===== src/core/tsense_pkg.sv =====
package tsense_pkg;
  // register indices (6-bit internal address)
  localparam logic [5:0] ADDR_SLAVE_ID = 6'h00;
  localparam logic [5:0] ADDR_MAKER = 6'h01;
  localparam logic [5:0] ADDR_PART = 6'h02;
  localparam logic [5:0] ADDR_FIXCAP = 6'h03;
  localparam logic [5:0] ADDR_STATUS = 6'h04;
  localparam logic [5:0] ADDR_GCTRL = 6'h05;
  localparam logic [5:0] ADDR_TCAP = 6'h08;
  localparam logic [5:0] ADDR_TREAD = 6'h09;
  localparam logic [5:0] ADDR_TCTRL = 6'h0a;
  localparam logic [5:0] ADDR_RATE = 6'h20;

  // constant register values; identity codes are arbitrary
  localparam logic [15:0] MAKER_VAL = 16'h5aa5;
  localparam logic [15:0] PART_VAL = 16'h00c3;
  localparam logic [15:0] FIXCAP_VAL = 16'h0001;
  localparam logic [15:0] TCAP_VAL = 16'h014a;

  // reset values
  localparam logic [15:0] GCTRL_RST = 16'h0000;
  localparam logic [15:0] TCTRL_RST = 16'h0000;
  localparam logic [1:0] RATE_RST = 2'h2;

  // field positions
  localparam int STAT_BUS_ERR_BIT = 7;
  localparam int STAT_FUNC_ERR_BIT = 4;
  localparam int STAT_FUNC_STAT_BIT = 0;
  localparam int GCTRL_RESET_BIT = 0;
  localparam int GCTRL_EN_BIT = 4;
  localparam int TCTRL_OUT_BIT = 1;
  localparam int TCTRL_MODE_BIT = 0;
  localparam int TREAD_LSB = 6;

  // one register access from the link framer
  typedef struct packed {
    logic rd;
    logic wr;
    logic [5:0] addr;
    logic [15:0] wdata;
  } reg_req_t;

  // function-side event inputs
  typedef struct packed {
    logic func_event;
    logic func_error;
    logic func_handled;
    logic bus_error;
  } evt_in_t;

  // whole block state
  typedef struct packed {
    logic bus_error_flag;
    logic function_error_flag;
    logic function_status_flag;
    logic attn_armed;
    logic func_pending;
    logic [15:0] gctrl;
    logic [15:0] tctrl;
    logic [1:0] rate;
    logic [15:0] temp;
    logic [15:0] rdata;
    logic attn_req;
  } state_t;
endpackage


===== src/core/tsense_regbank.sv =====
// Function
// - no repeated function attention until status register is read or a bus reset arrives.
// - device number comes only from two straps; writes cannot change it.
// - after device reset, device number field shows strap address.
// - status read-only, reset zero: bus error b7, func error b4, status b0.
// - rate register at 0x20 reads/writes, resets to 2, two-bit field.
// - straps 00..11 map continuously to numbers 001..100.
// - writing reset bit of control returns every register to default.
module tsense_regbank (
  // clock, reset, enable
  input wire logic clk_sys,
  input wire logic srst,
  input wire logic ce,
  // straps
  input wire logic addr_strap_low,
  input wire logic addr_strap_high,
  // register access from the link framer
  input wire tsense_pkg::reg_req_t req,
  output logic [15:0] rdata,
  // bus idle, attention request out
  input wire logic bus_idle,
  input wire logic bus_reset,
  output logic attn_req,
  // function side
  input wire tsense_pkg::evt_in_t evt,
  input wire logic temp_valid,
  input wire logic [9:0] temp_code,
  output logic [1:0] rate_sel,
  output logic [15:0] thermal_ctrl,
  output logic function_event_enable,
  output logic dev_reset
);
  tsense_pkg::state_t s_reg, s_next;
  logic [2:0] assigned_address_field;
  logic soft_rst;
  logic [7:0] status_byte;

  // strap decode, follows pins continuously
  // strap mapping
  assign assigned_address_field =
    3'({addr_strap_high, addr_strap_low}) + 3'h1;

  assign status_byte = {s_reg.bus_error_flag, 2'h0,
    s_reg.function_error_flag, 3'h0, s_reg.function_status_flag};

  assign soft_rst = req.wr && (req.addr == tsense_pkg::ADDR_GCTRL) &&
    req.wdata[tsense_pkg::GCTRL_RESET_BIT];

  // next-state logic
  always_comb begin
    s_next = s_reg;
    s_next.attn_req = 1'b0;
    // function flags: set wins over handling clear
    if (evt.func_handled) begin
      s_next.function_status_flag = 1'b0;
      s_next.function_error_flag = 1'b0;
    end
    if (evt.func_event) begin
      s_next.function_status_flag = 1'b1;
      s_next.func_pending = 1'b1;
    end
    if (evt.func_error) begin
      s_next.function_error_flag = 1'b1;
    end
    if (evt.bus_error) begin
      s_next.bus_error_flag = 1'b1;
    end
    if (temp_valid) begin
      s_next.temp = {temp_code, 6'h00};
    end
    // register reads and writes
    if (req.rd) begin
      unique case (req.addr)
        tsense_pkg::ADDR_SLAVE_ID: s_next.rdata = {13'h0,
          assigned_address_field};
        tsense_pkg::ADDR_MAKER: s_next.rdata = tsense_pkg::MAKER_VAL;
        tsense_pkg::ADDR_PART: s_next.rdata = tsense_pkg::PART_VAL;
        tsense_pkg::ADDR_FIXCAP: s_next.rdata = tsense_pkg::FIXCAP_VAL;
        tsense_pkg::ADDR_STATUS: s_next.rdata = {8'h00, status_byte};
        tsense_pkg::ADDR_GCTRL: s_next.rdata = s_reg.gctrl;
        tsense_pkg::ADDR_TCAP: s_next.rdata = tsense_pkg::TCAP_VAL;
        tsense_pkg::ADDR_TREAD: s_next.rdata = s_reg.temp;
        tsense_pkg::ADDR_TCTRL: s_next.rdata = s_reg.tctrl;
        tsense_pkg::ADDR_RATE: s_next.rdata = {14'h0, s_reg.rate};
        default: s_next.rdata = 16'h0000;
      endcase
      if (req.addr == tsense_pkg::ADDR_STATUS) begin
        s_next.attn_armed = 1'b1;
      end
    end
    if (req.wr) begin
      unique case (req.addr)
        tsense_pkg::ADDR_GCTRL: s_next.gctrl = req.wdata;
        tsense_pkg::ADDR_TCTRL: s_next.tctrl = req.wdata;
        tsense_pkg::ADDR_RATE: s_next.rate = req.wdata[1:0];
        default: s_next.rate = s_next.rate;
      endcase
    end
    if (bus_reset) begin
      s_next.attn_armed = 1'b1;
    end
    // attention: bus error always, function event once per status read or bus reset
    if (bus_idle && s_reg.bus_error_flag) begin
      s_next.attn_req = 1'b1;
      s_next.bus_error_flag = evt.bus_error;
    end else if (bus_idle && s_reg.func_pending) begin
      // first idle after the event decides; an event now still wins
      s_next.func_pending = evt.func_event;
      if (s_reg.gctrl[tsense_pkg::GCTRL_EN_BIT] && s_reg.attn_armed) begin
        s_next.attn_req = 1'b1;
        s_next.attn_armed = 1'b0;
      end
    end
  end

  // state register with reset defaults
  always_ff @(posedge clk_sys) begin
    if (srst || (ce && soft_rst)) begin
      s_reg <= '0;
      s_reg.attn_armed <= 1'b1;
      s_reg.gctrl <= tsense_pkg::GCTRL_RST;
      s_reg.tctrl <= tsense_pkg::TCTRL_RST;
      s_reg.rate <= tsense_pkg::RATE_RST;
    end else if (ce) begin
      s_reg <= s_next;
    end
  end

  // outputs
  assign rdata = s_reg.rdata;
  assign attn_req = s_reg.attn_req;
  assign rate_sel = s_reg.rate;
  assign thermal_ctrl = s_reg.tctrl;
  assign function_event_enable = s_reg.gctrl[tsense_pkg::GCTRL_EN_BIT];
  assign dev_reset = srst || (ce && soft_rst);

  // assertions
  // rate default after reset
  property p_rate_rst;
    @(posedge clk_sys) srst |=>
      rate_sel == tsense_pkg::RATE_RST && !attn_req;
  endproperty
  a_rate_rst: assert property (p_rate_rst)
    else $error("rate reset bad");
  // no function request right after another
  property p_single_attn;
    @(posedge clk_sys) disable iff (srst)
    (ce && attn_req && $past(ce) && !s_reg.bus_error_flag &&
      !$past(s_reg.bus_error_flag)) |=> !attn_req;
  endproperty
  a_single_attn: assert property (p_single_attn)
    else $error("attn repeat");
  // function request leaves the block disarmed
  property p_attn_disarm;
    @(posedge clk_sys) disable iff (srst)
    attn_req && $past(ce) && !$past(s_reg.bus_error_flag) |->
      !s_reg.attn_armed;
  endproperty
  a_attn_disarm: assert property (p_attn_disarm)
    else $error("still armed after request");
  property p_id;
    @(posedge clk_sys) disable iff (srst)
    ce && req.rd && req.addr == tsense_pkg::ADDR_SLAVE_ID && !soft_rst |=>
      rdata == {13'h0, 3'($past(assigned_address_field))};
  endproperty
  a_id: assert property (p_id)
    else $error("device number bad");
  property p_soft;
    @(posedge clk_sys) disable iff (srst) ce && soft_rst |=>
      thermal_ctrl == tsense_pkg::TCTRL_RST &&
      rate_sel == tsense_pkg::RATE_RST && !attn_req;
  endproperty
  a_soft: assert property (p_soft)
    else $error("soft reset bad");
  // bus error flag set, set wins
  property p_bus_err_set;
    @(posedge clk_sys) disable iff (srst) ce && evt.bus_error && !soft_rst
      |=> s_reg.bus_error_flag;
  endproperty
  a_bus_err_set: assert property (p_bus_err_set)
    else $error("bus error lost");
  // function status flag set, set wins
  property p_func_set;
    @(posedge clk_sys) disable iff (srst)
    ce && evt.func_event && !soft_rst |=> s_reg.function_status_flag;
  endproperty
  a_func_set: assert property (p_func_set)
    else $error("function status lost");
  // function error flag set, set wins
  property p_err_set;
    @(posedge clk_sys) disable iff (srst)
    ce && evt.func_error && !soft_rst |=> s_reg.function_error_flag;
  endproperty
  a_err_set: assert property (p_err_set)
    else $error("function error lost");
  property p_temp;
    @(posedge clk_sys) disable iff (srst) s_reg.temp[5:0] == 6'h00;
  endproperty
  a_temp: assert property (p_temp)
    else $error("temp low bits");
  // clock enable low holds every state bit
  property p_freeze;
    @(posedge clk_sys) !ce && !srst |=> $stable(s_reg);
  endproperty
  a_freeze: assert property (p_freeze)
    else $error("state moved while frozen");
  // main scenarios reached
  c_attn: cover property (@(posedge clk_sys) attn_req);
  c_soft: cover property (@(posedge clk_sys) ce && soft_rst);
  c_stat: cover property (@(posedge clk_sys)
    req.rd && req.addr == tsense_pkg::ADDR_STATUS);
  c_bus_err_attn: cover property (@(posedge clk_sys)
    ce && bus_idle && s_reg.bus_error_flag);
  c_held: cover property (@(posedge clk_sys)
    ce && bus_idle && s_reg.func_pending && !s_reg.attn_armed);
endmodule


===== config.mk =====
export PLATFORM = sky130hd
export DESIGN_NAME = tsense_regbank
export DESIGN_NICKNAME = d
export VERILOG_FILES = /design/src/core/tsense_pkg.sv /design/src/core/tsense_regbank.sv
export SDC_FILE = /design/constraint.sdc
export NUM_CORES = 1
export LEC_CHECK = 0
export BUFFER_PORTS_ARGS = -buffer_cell sky130_fd_sc_hd__buf_2
export CAP_MARGIN = 20
export CORE_ASPECT_RATIO = 0.75
export CORE_MARGIN = 2
export CORE_UTILIZATION = 50
export CTS_CLUSTER_DIAMETER = 80
export DETAILED_ROUTE_END_ITERATION = 8
export PLACE_DENSITY_LB_ADDON = 0.08
export SLEW_MARGIN = 0
export SYNTH_ARGS = -nofsm -noshare
export SYNTH_HDL_FRONTEND = slang
export SYNTH_SLANG_ARGS = --single-unit

===== constraint.sdc =====
create_clock -name clk_sys -period 2.1 [get_ports clk_sys]
set_input_delay 0.105 -clock clk_sys [delete_from_list [all_inputs] [get_ports clk_sys]]
set_output_delay 0.105 -clock clk_sys [all_outputs]
set_load 0.05 [all_outputs]

== After elaboration in Yosys (flattened, before gate mapping) ==
Index checks and enable logic that the tools add are counted.

* Add/subtract/negate cells: 1
* Multipliers: 0
* Divide/modulo/power cells: 0
* $lt $le $gt $ge: 0
* Equality and inequality tests: 9
* Shift operators: 0
* Mux-type cells: 16
* Bitwise gates (word level): 0
* Reduce and logical (&&, ||, !) cells: 19

{| class="wikitable"
|+ Operators with widths
! cell !! number
|-
| $pmux 16 s10 || 1
|-
| $eq 6x4->1 const B || 3
|-
| $eq 6x2->1 const B || 2
|-
| $eq 6x3->1 const B || 2
|-
| $mux 1 || 12
|-
| $reduce_and 2->1 || 5
|-
| $reduce_and 3->1 || 3
|-
| $eq 6x1->1 const B || 1
|-
| $eq 6x6->1 const B || 1
|-
| $logic_and 1x1->1 || 6
|-
| $logic_not 6->1 || 1
|-
| $mux 2 || 3
|-
| $reduce_bool 2->1 || 3
|-
| $add 2x1->3 const B || 1
|-
| $logic_or 1x1->1 || 1
|}

* Flip-flop bits (word level): 66
* Latch bits: 0
* Memory bits (writable): 0
* ROM bits: 0
* Input bits: 46
* Logic and storage cells: 56
* Memories kept: 0

== Depth between registers and ports, before layout ==
Gate-level depths: netlist (run 1).

* Depth in word-level cells: 7
* Depth in mapped cells: 9

== Worst setup path before layout (run 1) ==
OpenSTA, ideal clock, no wires.

* Path type: in2reg
* Start point: input req[21] in the netlist's numbering
* End point: register s_reg (netlist bit rate_sel[0])
* Arrival time: 1.686 ns
* Slack: 0.284 ns
* Stages on the path: 9
* Cell sequence: buf_6 nor4b_1 and2_1 and3_1 buf_2 a21oi_2 clkinv_2 buf_2 nor2_1

* Word-level cells in the longest chain between the ends: 5
* Elaborated cells between the ends (all ways): 7

{| class="wikitable"
|+ RTL lines
! what !! line !! RTL
|-
| start: declaration || tsense_regbank.sv:18 || <nowiki>input wire tsense_pkg::reg_req_t req,</nowiki>
|-
| $eq 6x3->1 || tsense_regbank.sv:46 || <nowiki>assign soft_rst = req.wr && (req.addr == tsense_pkg::ADDR_GCTRL) &&</nowiki>
|-
| $logic_and 1x1->1 (2 in series) || tsense_regbank.sv:46 ||
|-
| $logic_and 1x1->1 || - ||
|-
| $logic_or 1x1->1 || - ||
|-
| net dev_reset || tsense_regbank.sv:31 || <nowiki>output logic dev_reset</nowiki>
|-
| end signal: assignment || tsense_regbank.sv:125 || <nowiki>s_reg <= s_next;</nowiki>
|-
| end: declaration || tsense_regbank.sv:33 || <nowiki>tsense_pkg::state_t s_reg, s_next;</nowiki>
|}

The timed path passes the listed nets, and every way through them passes these cells.
A chain may end at the register's enable or synchronous reset.

== Worst setup path after layout (run 1) ==
* Start point: input req[21] in the netlist's numbering
* End point: output dev_reset

* Word-level cells in the longest chain between the ends: 5

{| class="wikitable"
|+ RTL lines
! what !! line !! RTL
|-
| $eq 6x3->1 || tsense_regbank.sv:46 ||
|-
| $logic_and 1x1->1 (2 in series) || tsense_regbank.sv:46 ||
|-
| $logic_and 1x1->1 || tsense_regbank.sv:135 || <nowiki>assign dev_reset = srst || (ce && soft_rst);</nowiki>
|-
| $logic_or 1x1->1 || tsense_regbank.sv:135 ||
|-
| end: declaration || tsense_regbank.sv:31 ||
|}

Every way passes these cells.

==> reports/metrics.csv, run 1 <==
stage;metric;value;unit
synthesis;netlist.area_leader.share;0.419;
die;row_count;25;
worst_setup_path;rrSetupSlack;0.91;ns
synthesis;yosys.cell_count.top_type;nand2_1;
global_route;first_global_vias;2621;
cells_and_area;nets;523;
placed_design;dpl.cell_count;528;
cts;clock-sinks;66;
synthesis;ys_seq_area_frac;0.419;
worst_setup_path;reg2regPathDepth;5;
sta;fmax;560;MHz
cells_and_area;drive_above_1_share;0.262;
worst_setup_path;crit_required;2.00;ns
placed_design;dp_hpwl;6190;µm
min_path;hold_class;input pin to register;
cts;path_clk_slew;0.07;ns
cells_and_area;final_util;0.619;
worst_setup_path;end_kind;output pin;
synthesis;async_flop_share;0;
sta;drv_slew;0;
worst_setup_path;worst_path_max_delay_cell;nor4b_1;
global_route;grt_pass1_wl;13600;µm
pwr;p_leak;0.00156;µW
sta;tns;0;ns
worst_setup_path;critPathBufInv;4;
worst_setup_path;worstSetupPathType;input pin to output pin;
pwr;peakVddDrop;0.555;mV
sta;fin_crit_sh;0.851;
cells_and_area;seq_area;0.00132;mm²
worst_setup_path;arrival;1.68;ns
global_route;grt.overflow.total;0;
cells_and_area;n_fill_cell;592;
pwr;p_per_area;695;mW/mm²
synthesis;syn_area;0.00315;mm²
synthesis;synth_nets;452;
worst_setup_path;cpPeakStageDelay;0.32;ns
synthesis;netlist_instances;405;
cts;postCtsSetupBuffers;0;
sta;setup_viol;0;
worst_setup_path;worstReg2RegStart;thermal_ctrl[7]$_SDFFE_PP0P_;
global_route;grt_start_max_net_pins;27;
cts;clock_path_buffers;2;
detailed_routing;antenna_left;0;
cells_and_area;finalNonFillerCells;562;
die;start_util;0.509;
synthesis;yosysWarnings;0;
worst_setup_path;r2r_end;rdata[7]$_SDFFE_PP0P_;
detailed_routing;routedWlPerCell;15.7;µm
synthesis;yosys_most_used_dff;dfxtp_1;
cts;ctsResizeCount;0;
sta;relSlewSlack;0.726;
die;pin_count;83;
cts;clockRootBuffer;clkbuf_8;
worst_setup_path;critical-path-top-delay-family;buffers and inverters;
synthesis;ys_top_cells_by_count;nand2_1, dfxtp_1, a21oi_1, buf_4, nor2_1;
detailed_routing;vias;3033;
sta;hold_viol;0;
cells_and_area;multi_input_area;0.00142;mm²
cts;cts_buffers;9;
worst_setup_path;worstSetupStartpointType;input pin;
synthesis;synthTopCellsByArea;dfxtp_1, nand2_1, a21oi_1, buf_4, a22oi_1;
global_route;grtUsageTotal;0.260;
die;die_area;0.00696;mm²
detailed_routing;routed_wl;8830;µm
cells_and_area;syn_to_final_growth;21.6;%
detailed_routing;drtPass1Iterations;5;
die;die_w;95.7;µm
detailed_routing;drtIter0Drc;193;
worst_setup_path;cpMostUsedCell;buf_2;
detailed_routing;vias_per_cell;5.40;
synthesis;ys_seq_elements;66;
min_path;holdPathEnd;thermal_ctrl[13]$_SDFFE_PP0P_;
global_route;grt_antenna_before_repair;0;
cells_and_area;antenna_cells;0;
worst_setup_path;path_cells;buf_2 > nor4b_1 > buf_4 > and2_1 > and3_1 > a21oi_2 > clkinv_2 > buf_2;
min_path;holdPathStages;3;
synthesis;syn_avg_cell_area;7.79;µm²
sta;period_needed;1.79;ns
worst_setup_path;crit_fanout;13;
synthesis;synth-edff-count;0;
min_path;min_from;req[13];
pwr;p_total;2670;µW
outcome;status;completed;
cells_and_area;largest_register_ffs;30;
cts;clock_latency;0.35;ns
placed_design;gp_congestion;0.855;
die;die_h;72.8;µm
sta;fin_skew;0.00560;ns
sta;tightestPinTransition;0.409;ns
detailed_routing;drc_errors;0;
cts;cts_tree;done;
placed_design;portBuffers;82;
synthesis;yosysTopAreaCell;dfxtp_1;
sta;rsz0062_at_grt;no;
job;maxCapViolCount;0;
synthesis;synth_cell_types;38;
die;fp.coreArea;0.00619;mm²
cts;htreeDepth;3;
through the flow:
step | setup WS (ns) | hold WS, ns | instance area (µm²)
after global placement | 0.301 | 0.313 | 3440
after global routing | 0.165 | 0.00479 | 3830
final | 0.314 | 0.00372 | 3830
after CTS | 0.315 | 0.00189 | 3830
after detailed placement | 0.223 | 0.311 | 3440
after floorplan | 0.284 | 0.181 | 3150
tightest hold or removal path, delay by kind of cell:
family | cells | cell delay [ns]
compound gates | 1 | 0.05
buf+inv | 1 | 0.11
simple gates | 1 | 0.05
layout make-up:
cell class,instances,area share
Multi-Input combinational cell,276,0.370
Sequential cell,66,0.345
Timing Repair Buffer,120,0.200
Clock buffer,11,0.0395
Tap cell,81,0.0264
Inverter,3,0.00326
Clock inverter,5,0.0160
how the worst max path moves through the flow:
stage                        from                       end  cells past startpoint
final                     req[21]                 dev_reset                      8
after global placement    req[21]                 dev_reset                      8
after global routing      req[21]                 dev_reset                      8
after floorplan           req[21]  rate_sel[0]$_SDFFE_PP0P_                      9
after detailed placement  req[18]     rdata[5]$_SDFFE_PP0P_                      9
after CTS                 req[21]                 dev_reset                      8
cell usage in the layout, fill, tap and decap left out, types with 2 or more instances in the layout:
| cell | count |
|---|---|
| a211oi_1 | 7 |
| a21oi_1 | 57 |
| a21oi_2 | 4 |
| a221oi_1 | 5 |
| a22oi_1 | 14 |
| and2_1 | 4 |
| and3_1 | 3 |
| buf_12 | 2 |
| buf_2 | 82 |
| buf_4 | 18 |
| clkbuf_8 | 11 |
| clkinvlp_4 | 3 |
| dfxtp_1 | 66 |
| dlygate4sd3_1 | 18 |
| inv_1 | 2 |
| mux2i_1 | 5 |
| nand2_1 | 105 |
| nand2b_1 | 6 |
| nand3_1 | 6 |
| nor2_1 | 21 |
| nor2b_1 | 3 |
| nor3_1 | 12 |
| nor4_1 | 2 |
| o21ai_0 | 7 |
| o2bb2ai_1 | 3 |
per-layer routing:
layer  part of all wire  GRT usage
met1               0.49      0.385
met2               0.44      0.382
met3              0.061     0.0671
met4             0.0084     0.0571
met5                  0          0
logic make-up after synthesis:
| group | count (synthesis) | synth area share |
|---|---|---|
| muxes | 5 | 0.0159 |
| and+or+nand+nor | 168 | 0.233 |
| AOI/OAI and AO/OA | 102 | 0.198 |
| buffers and inverters | 63 | 0.131 |
| adders and majority gates | 1 | 0.00397 |
| DFF | 66 | 0.419 |
where the power goes:
| group | internal (µW) | switching (µW) | total (µW) |
|---|---|---|---|
| clock network | 617 | 519 | 1140 |
| logic | 108 | 143 | 252 |
| registers | 1270 | 10.2 | 1280 |
| total | 1990 | 672 | 2670 |
timing repair:
item / 4_1_cts / 5_1_grt
setup endpoints to repair: 0 / 0
hold buffers: 18 / 0
hold endpoints to repair: 24 / 0
No activity file was read; power rests on OpenSTA's default activity.
==> run 2, diff against run 1 <==
--- a/config.mk
+++ b/config.mk
@@ -9,7 +9,7 @@
 export CAP_MARGIN = 20
 export CORE_ASPECT_RATIO = 0.75
 export CORE_MARGIN = 2
-export CORE_UTILIZATION = 50
+export CORE_UTILIZATION = 40
 export CTS_CLUSTER_DIAMETER = 80
 export DETAILED_ROUTE_END_ITERATION = 8
 export PLACE_DENSITY_LB_ADDON = 0.08
==> run 2 against run 1 <==
  * Combinational power about the same
  * Clock skew up 0.00098 ns
  * Fmax down 7.1%
  * Global-route usage down 4.6 points
  * Routed wire length down 0.73%
  * Critical path type unchanged
  * Hold slack better by 0.015 ns
  * Highest routed layer unchanged
  * Die area up 24%
  * Critical path depth down 1
==> reports/metrics.csv, run 2 (synthesis gave the netlist of run 1 again) <==
stage;metric;value;unit;change
outcome;status;completed;;unchanged
cts;clock_path_buffers;2;;unchanged
cts;clockRootBuffer;clkbuf_8;;unchanged
die;die_area;0.00862;mm²;was 0.00696 mm²
placed_design;portBuffers;82;;unchanged
detailed_routing;antenna_left;0;;unchanged
cells_and_area;final_common_cell;nand2_1;;unchanged
placed_design;gp_congestion;0.873;;was 0.855
detailed_routing;drtIter0Drc;143;;was 193
cts;cts_tree;done;;unchanged
global_route;first_global_vias;2699;;was 2621
sta;fmax;520;MHz;was 560 MHz
cts;htreeDepth;3;;unchanged
placed_design;dpl-instance-area;0.00344;mm²;unchanged
die;die_w;107;µm;was 95.7 µm
cts;postCtsSetupBuffers;0;;unchanged
global_route;grtUsageTotal;0.215;;was 0.260
job;maxCapViolCount;0;;unchanged
sta;tightestPinTransition;0.943;ns;was 0.409 ns
sta;hold_ws;0.0187;ns;was 0.00372 ns
cells_and_area;final_cell_area;0.00387;mm²;was 0.00383 mm²
placed_design;dp_hpwl;6300;µm;was 6190 µm
cells_and_area;final_cell_mix;nand2_1, buf_2, dfxtp_1, a21oi_1;;was nand2_1, buf_2, dfxtp_1, a21oi_1, nor2_1
cells_and_area;antenna_cells;0;;unchanged
sta;period_needed;1.92;ns;was 1.79 ns
sta;drv_slew;0;;unchanged
die;pin_count;83;;unchanged
worst_setup_path;crit_fanout;11;;was 13
global_route;grt-busiest-layer;met2;;was met1
global_route;met3_usage;0.0522;;was 0.0671
pwr;p_per_area;699;mW/mm²;was 695 mW/mm²
worst_setup_path;worstReg2RegStart;thermal_ctrl[6]$_SDFFE_PP0P_;;was thermal_ctrl[7]$_SDFFE_PP0P_
global_route;grt_start_max_net_pins;48;;was 27
worst_setup_path;rrSetupSlack;0.87;ns;was 0.91 ns
sta;fin_skew;0.00658;ns;was 0.00560 ns
sta;fin_crit_sh;0.916;;was 0.851
pwr;peakVddDrop;0.266;mV;was 0.555 mV
detailed_routing;drtPass1Iterations;4;;was 5
worst_setup_path;worstSetupPathType;input pin to output pin;;unchanged
die;die_h;80.9;µm;was 72.8 µm
worst_setup_path;end_kind;output pin;;unchanged
detailed_routing;routedWlPerCell;15.0;µm;was 15.7 µm
die;start_util;0.405;;was 0.509
detailed_routing;routed_wl;8760;µm;was 8830 µm
sta;hold_viol;0;;unchanged
worst_setup_path;crit_start;req[16];;was req[21]
die;fp.coreArea;0.00778;mm²;was 0.00619 mm²
detailed_routing;drc_errors;0;;unchanged
cells_and_area;largest_register_ffs;30;;unchanged
global_route;grt_antenna_before_repair;0;;unchanged
sta;rsz0062_at_grt;no;;unchanged
cells_and_area;drive_above_1_share;0.252;;was 0.262
cts;cts_buffers;9;;unchanged
global_route;grt.overflow.total;0;;unchanged
cells_and_area;final_util;0.498;;was 0.619
detailed_routing;vias_per_cell;5.03;;was 5.40
worst_setup_path;arrival;1.82;ns;was 1.68 ns
worst_setup_path;r2r_end;rdata[6]$_SDFFE_PP0P_;;was rdata[7]$_SDFFE_PP0P_
worst_setup_path;crit_required;2.00;ns;about the same
cells_and_area;syn_to_final_growth;22.7;%;was 21.6%
sta;setup_viol;0;;unchanged
worst_setup_path;worstSetupStartpointType;input pin;;unchanged
cts;path_clk_slew;0.08;ns;was 0.07 ns
die;row_count;28;;was 25
sta;tns;0;ns;unchanged
worst_setup_path;reg2regPathDepth;4;;was 5
detailed_routing;vias;2942;;was 3033
global_route;grt_use_met1;0.298;;was 0.385
min_path;hold_class;input pin to register;;unchanged
pwr;p_total;2710;µW;was 2670 µW
global_route;use_met2;0.332;;was 0.382
sta;relSlewSlack;0.370;;was 0.726
cts;clock-sinks;66;;unchanged
worst_setup_path;endpoint;dev_reset;;unchanged
cells_and_area;nets;522;;was 523
cts;clock_latency;0.35;ns;about the same
global_route;grt_pass1_wl;14000;µm;was 13600 µm
pwr;p_leak;0.00156;µW;about the same
-- run 2: cell count changes in the layout (fill, tap and decap cells not counted), sizes merged --
cell	change
clkinv	+4
inv	-1
buf	-4
bufinv	+1
clkinvlp	-3
dlygate4sd3	+3
clkbuf	-1
-- run 2: stage by stage --
stage               cells  setup WS, ns
finish                585         0.177
global route          585        0.0496
CTS                   585         0.218
detailed placement    548         0.130
global placement      548         0.147
floorplan             405         0.284
-- run 2: layout make-up --
cell class	instances	area, µm²
clock buffers	10	128
clock inverters	6	91.3
fillers	844	3910
inverters	3	12.5
multi-input cells	276	1420
flip-flops and latches	66	1320
well taps	105	131
repair buffers	119	766
-- run 2: critical path, stage by stage --
cell and delay, ns:
buf_2 0.08, nor2b_1 0.74, and2_1 0.25, and3_1 0.20, a21oi_2 0.09, clkinv_2 0.08, buf_2 0.27
-- run 2: worst min path at each step --
| stage | end | cells past startpoint | from | slack [ns] |
|---|---|---|---|---|
| detailed placement | s_reg[51]$_SDFFE_PP0P_ | 2 | srst | 0.31 |
| global route | s_reg[31]$_SDFFE_PP0P_ | 3 | temp_code[8] | 0.02 |
| finish | s_reg[71]$_SDFFE_PP0P_ | 3 | evt[0] | 0.02 |
| CTS | s_reg[70]$_SDFFE_PP0P_ | 3 | evt[2] | 0.005 |
| global placement | s_reg[51]$_SDFFE_PP0P_ | 2 | srst | 0.31 |
| floorplan | s_reg[51]$_SDFFE_PP0P_ | 1 | srst | 0.18 |
-- run 2: metal layers --
metal | vias to the layer above | wire [µm]
met5 | - | 0
met4 | 0 | 85
met3 | 8 | 535
met2 | 82 | 3730
met1 | 1363 | 4410
li1 | 1489 | -
-- run 2: where the power goes --
group,internal (µW),switching [µW],total (µW)
logic,107,142,249
clock network,673,508,1180
registers,1270,9.36,1280
total,2050,659,2710
-- run 2: repair_timing --
item,CTS,global route
hold buffers,21,0
setup endpoints to repair,0,0
hold endpoints to repair,32,0
resized for setup,0,0
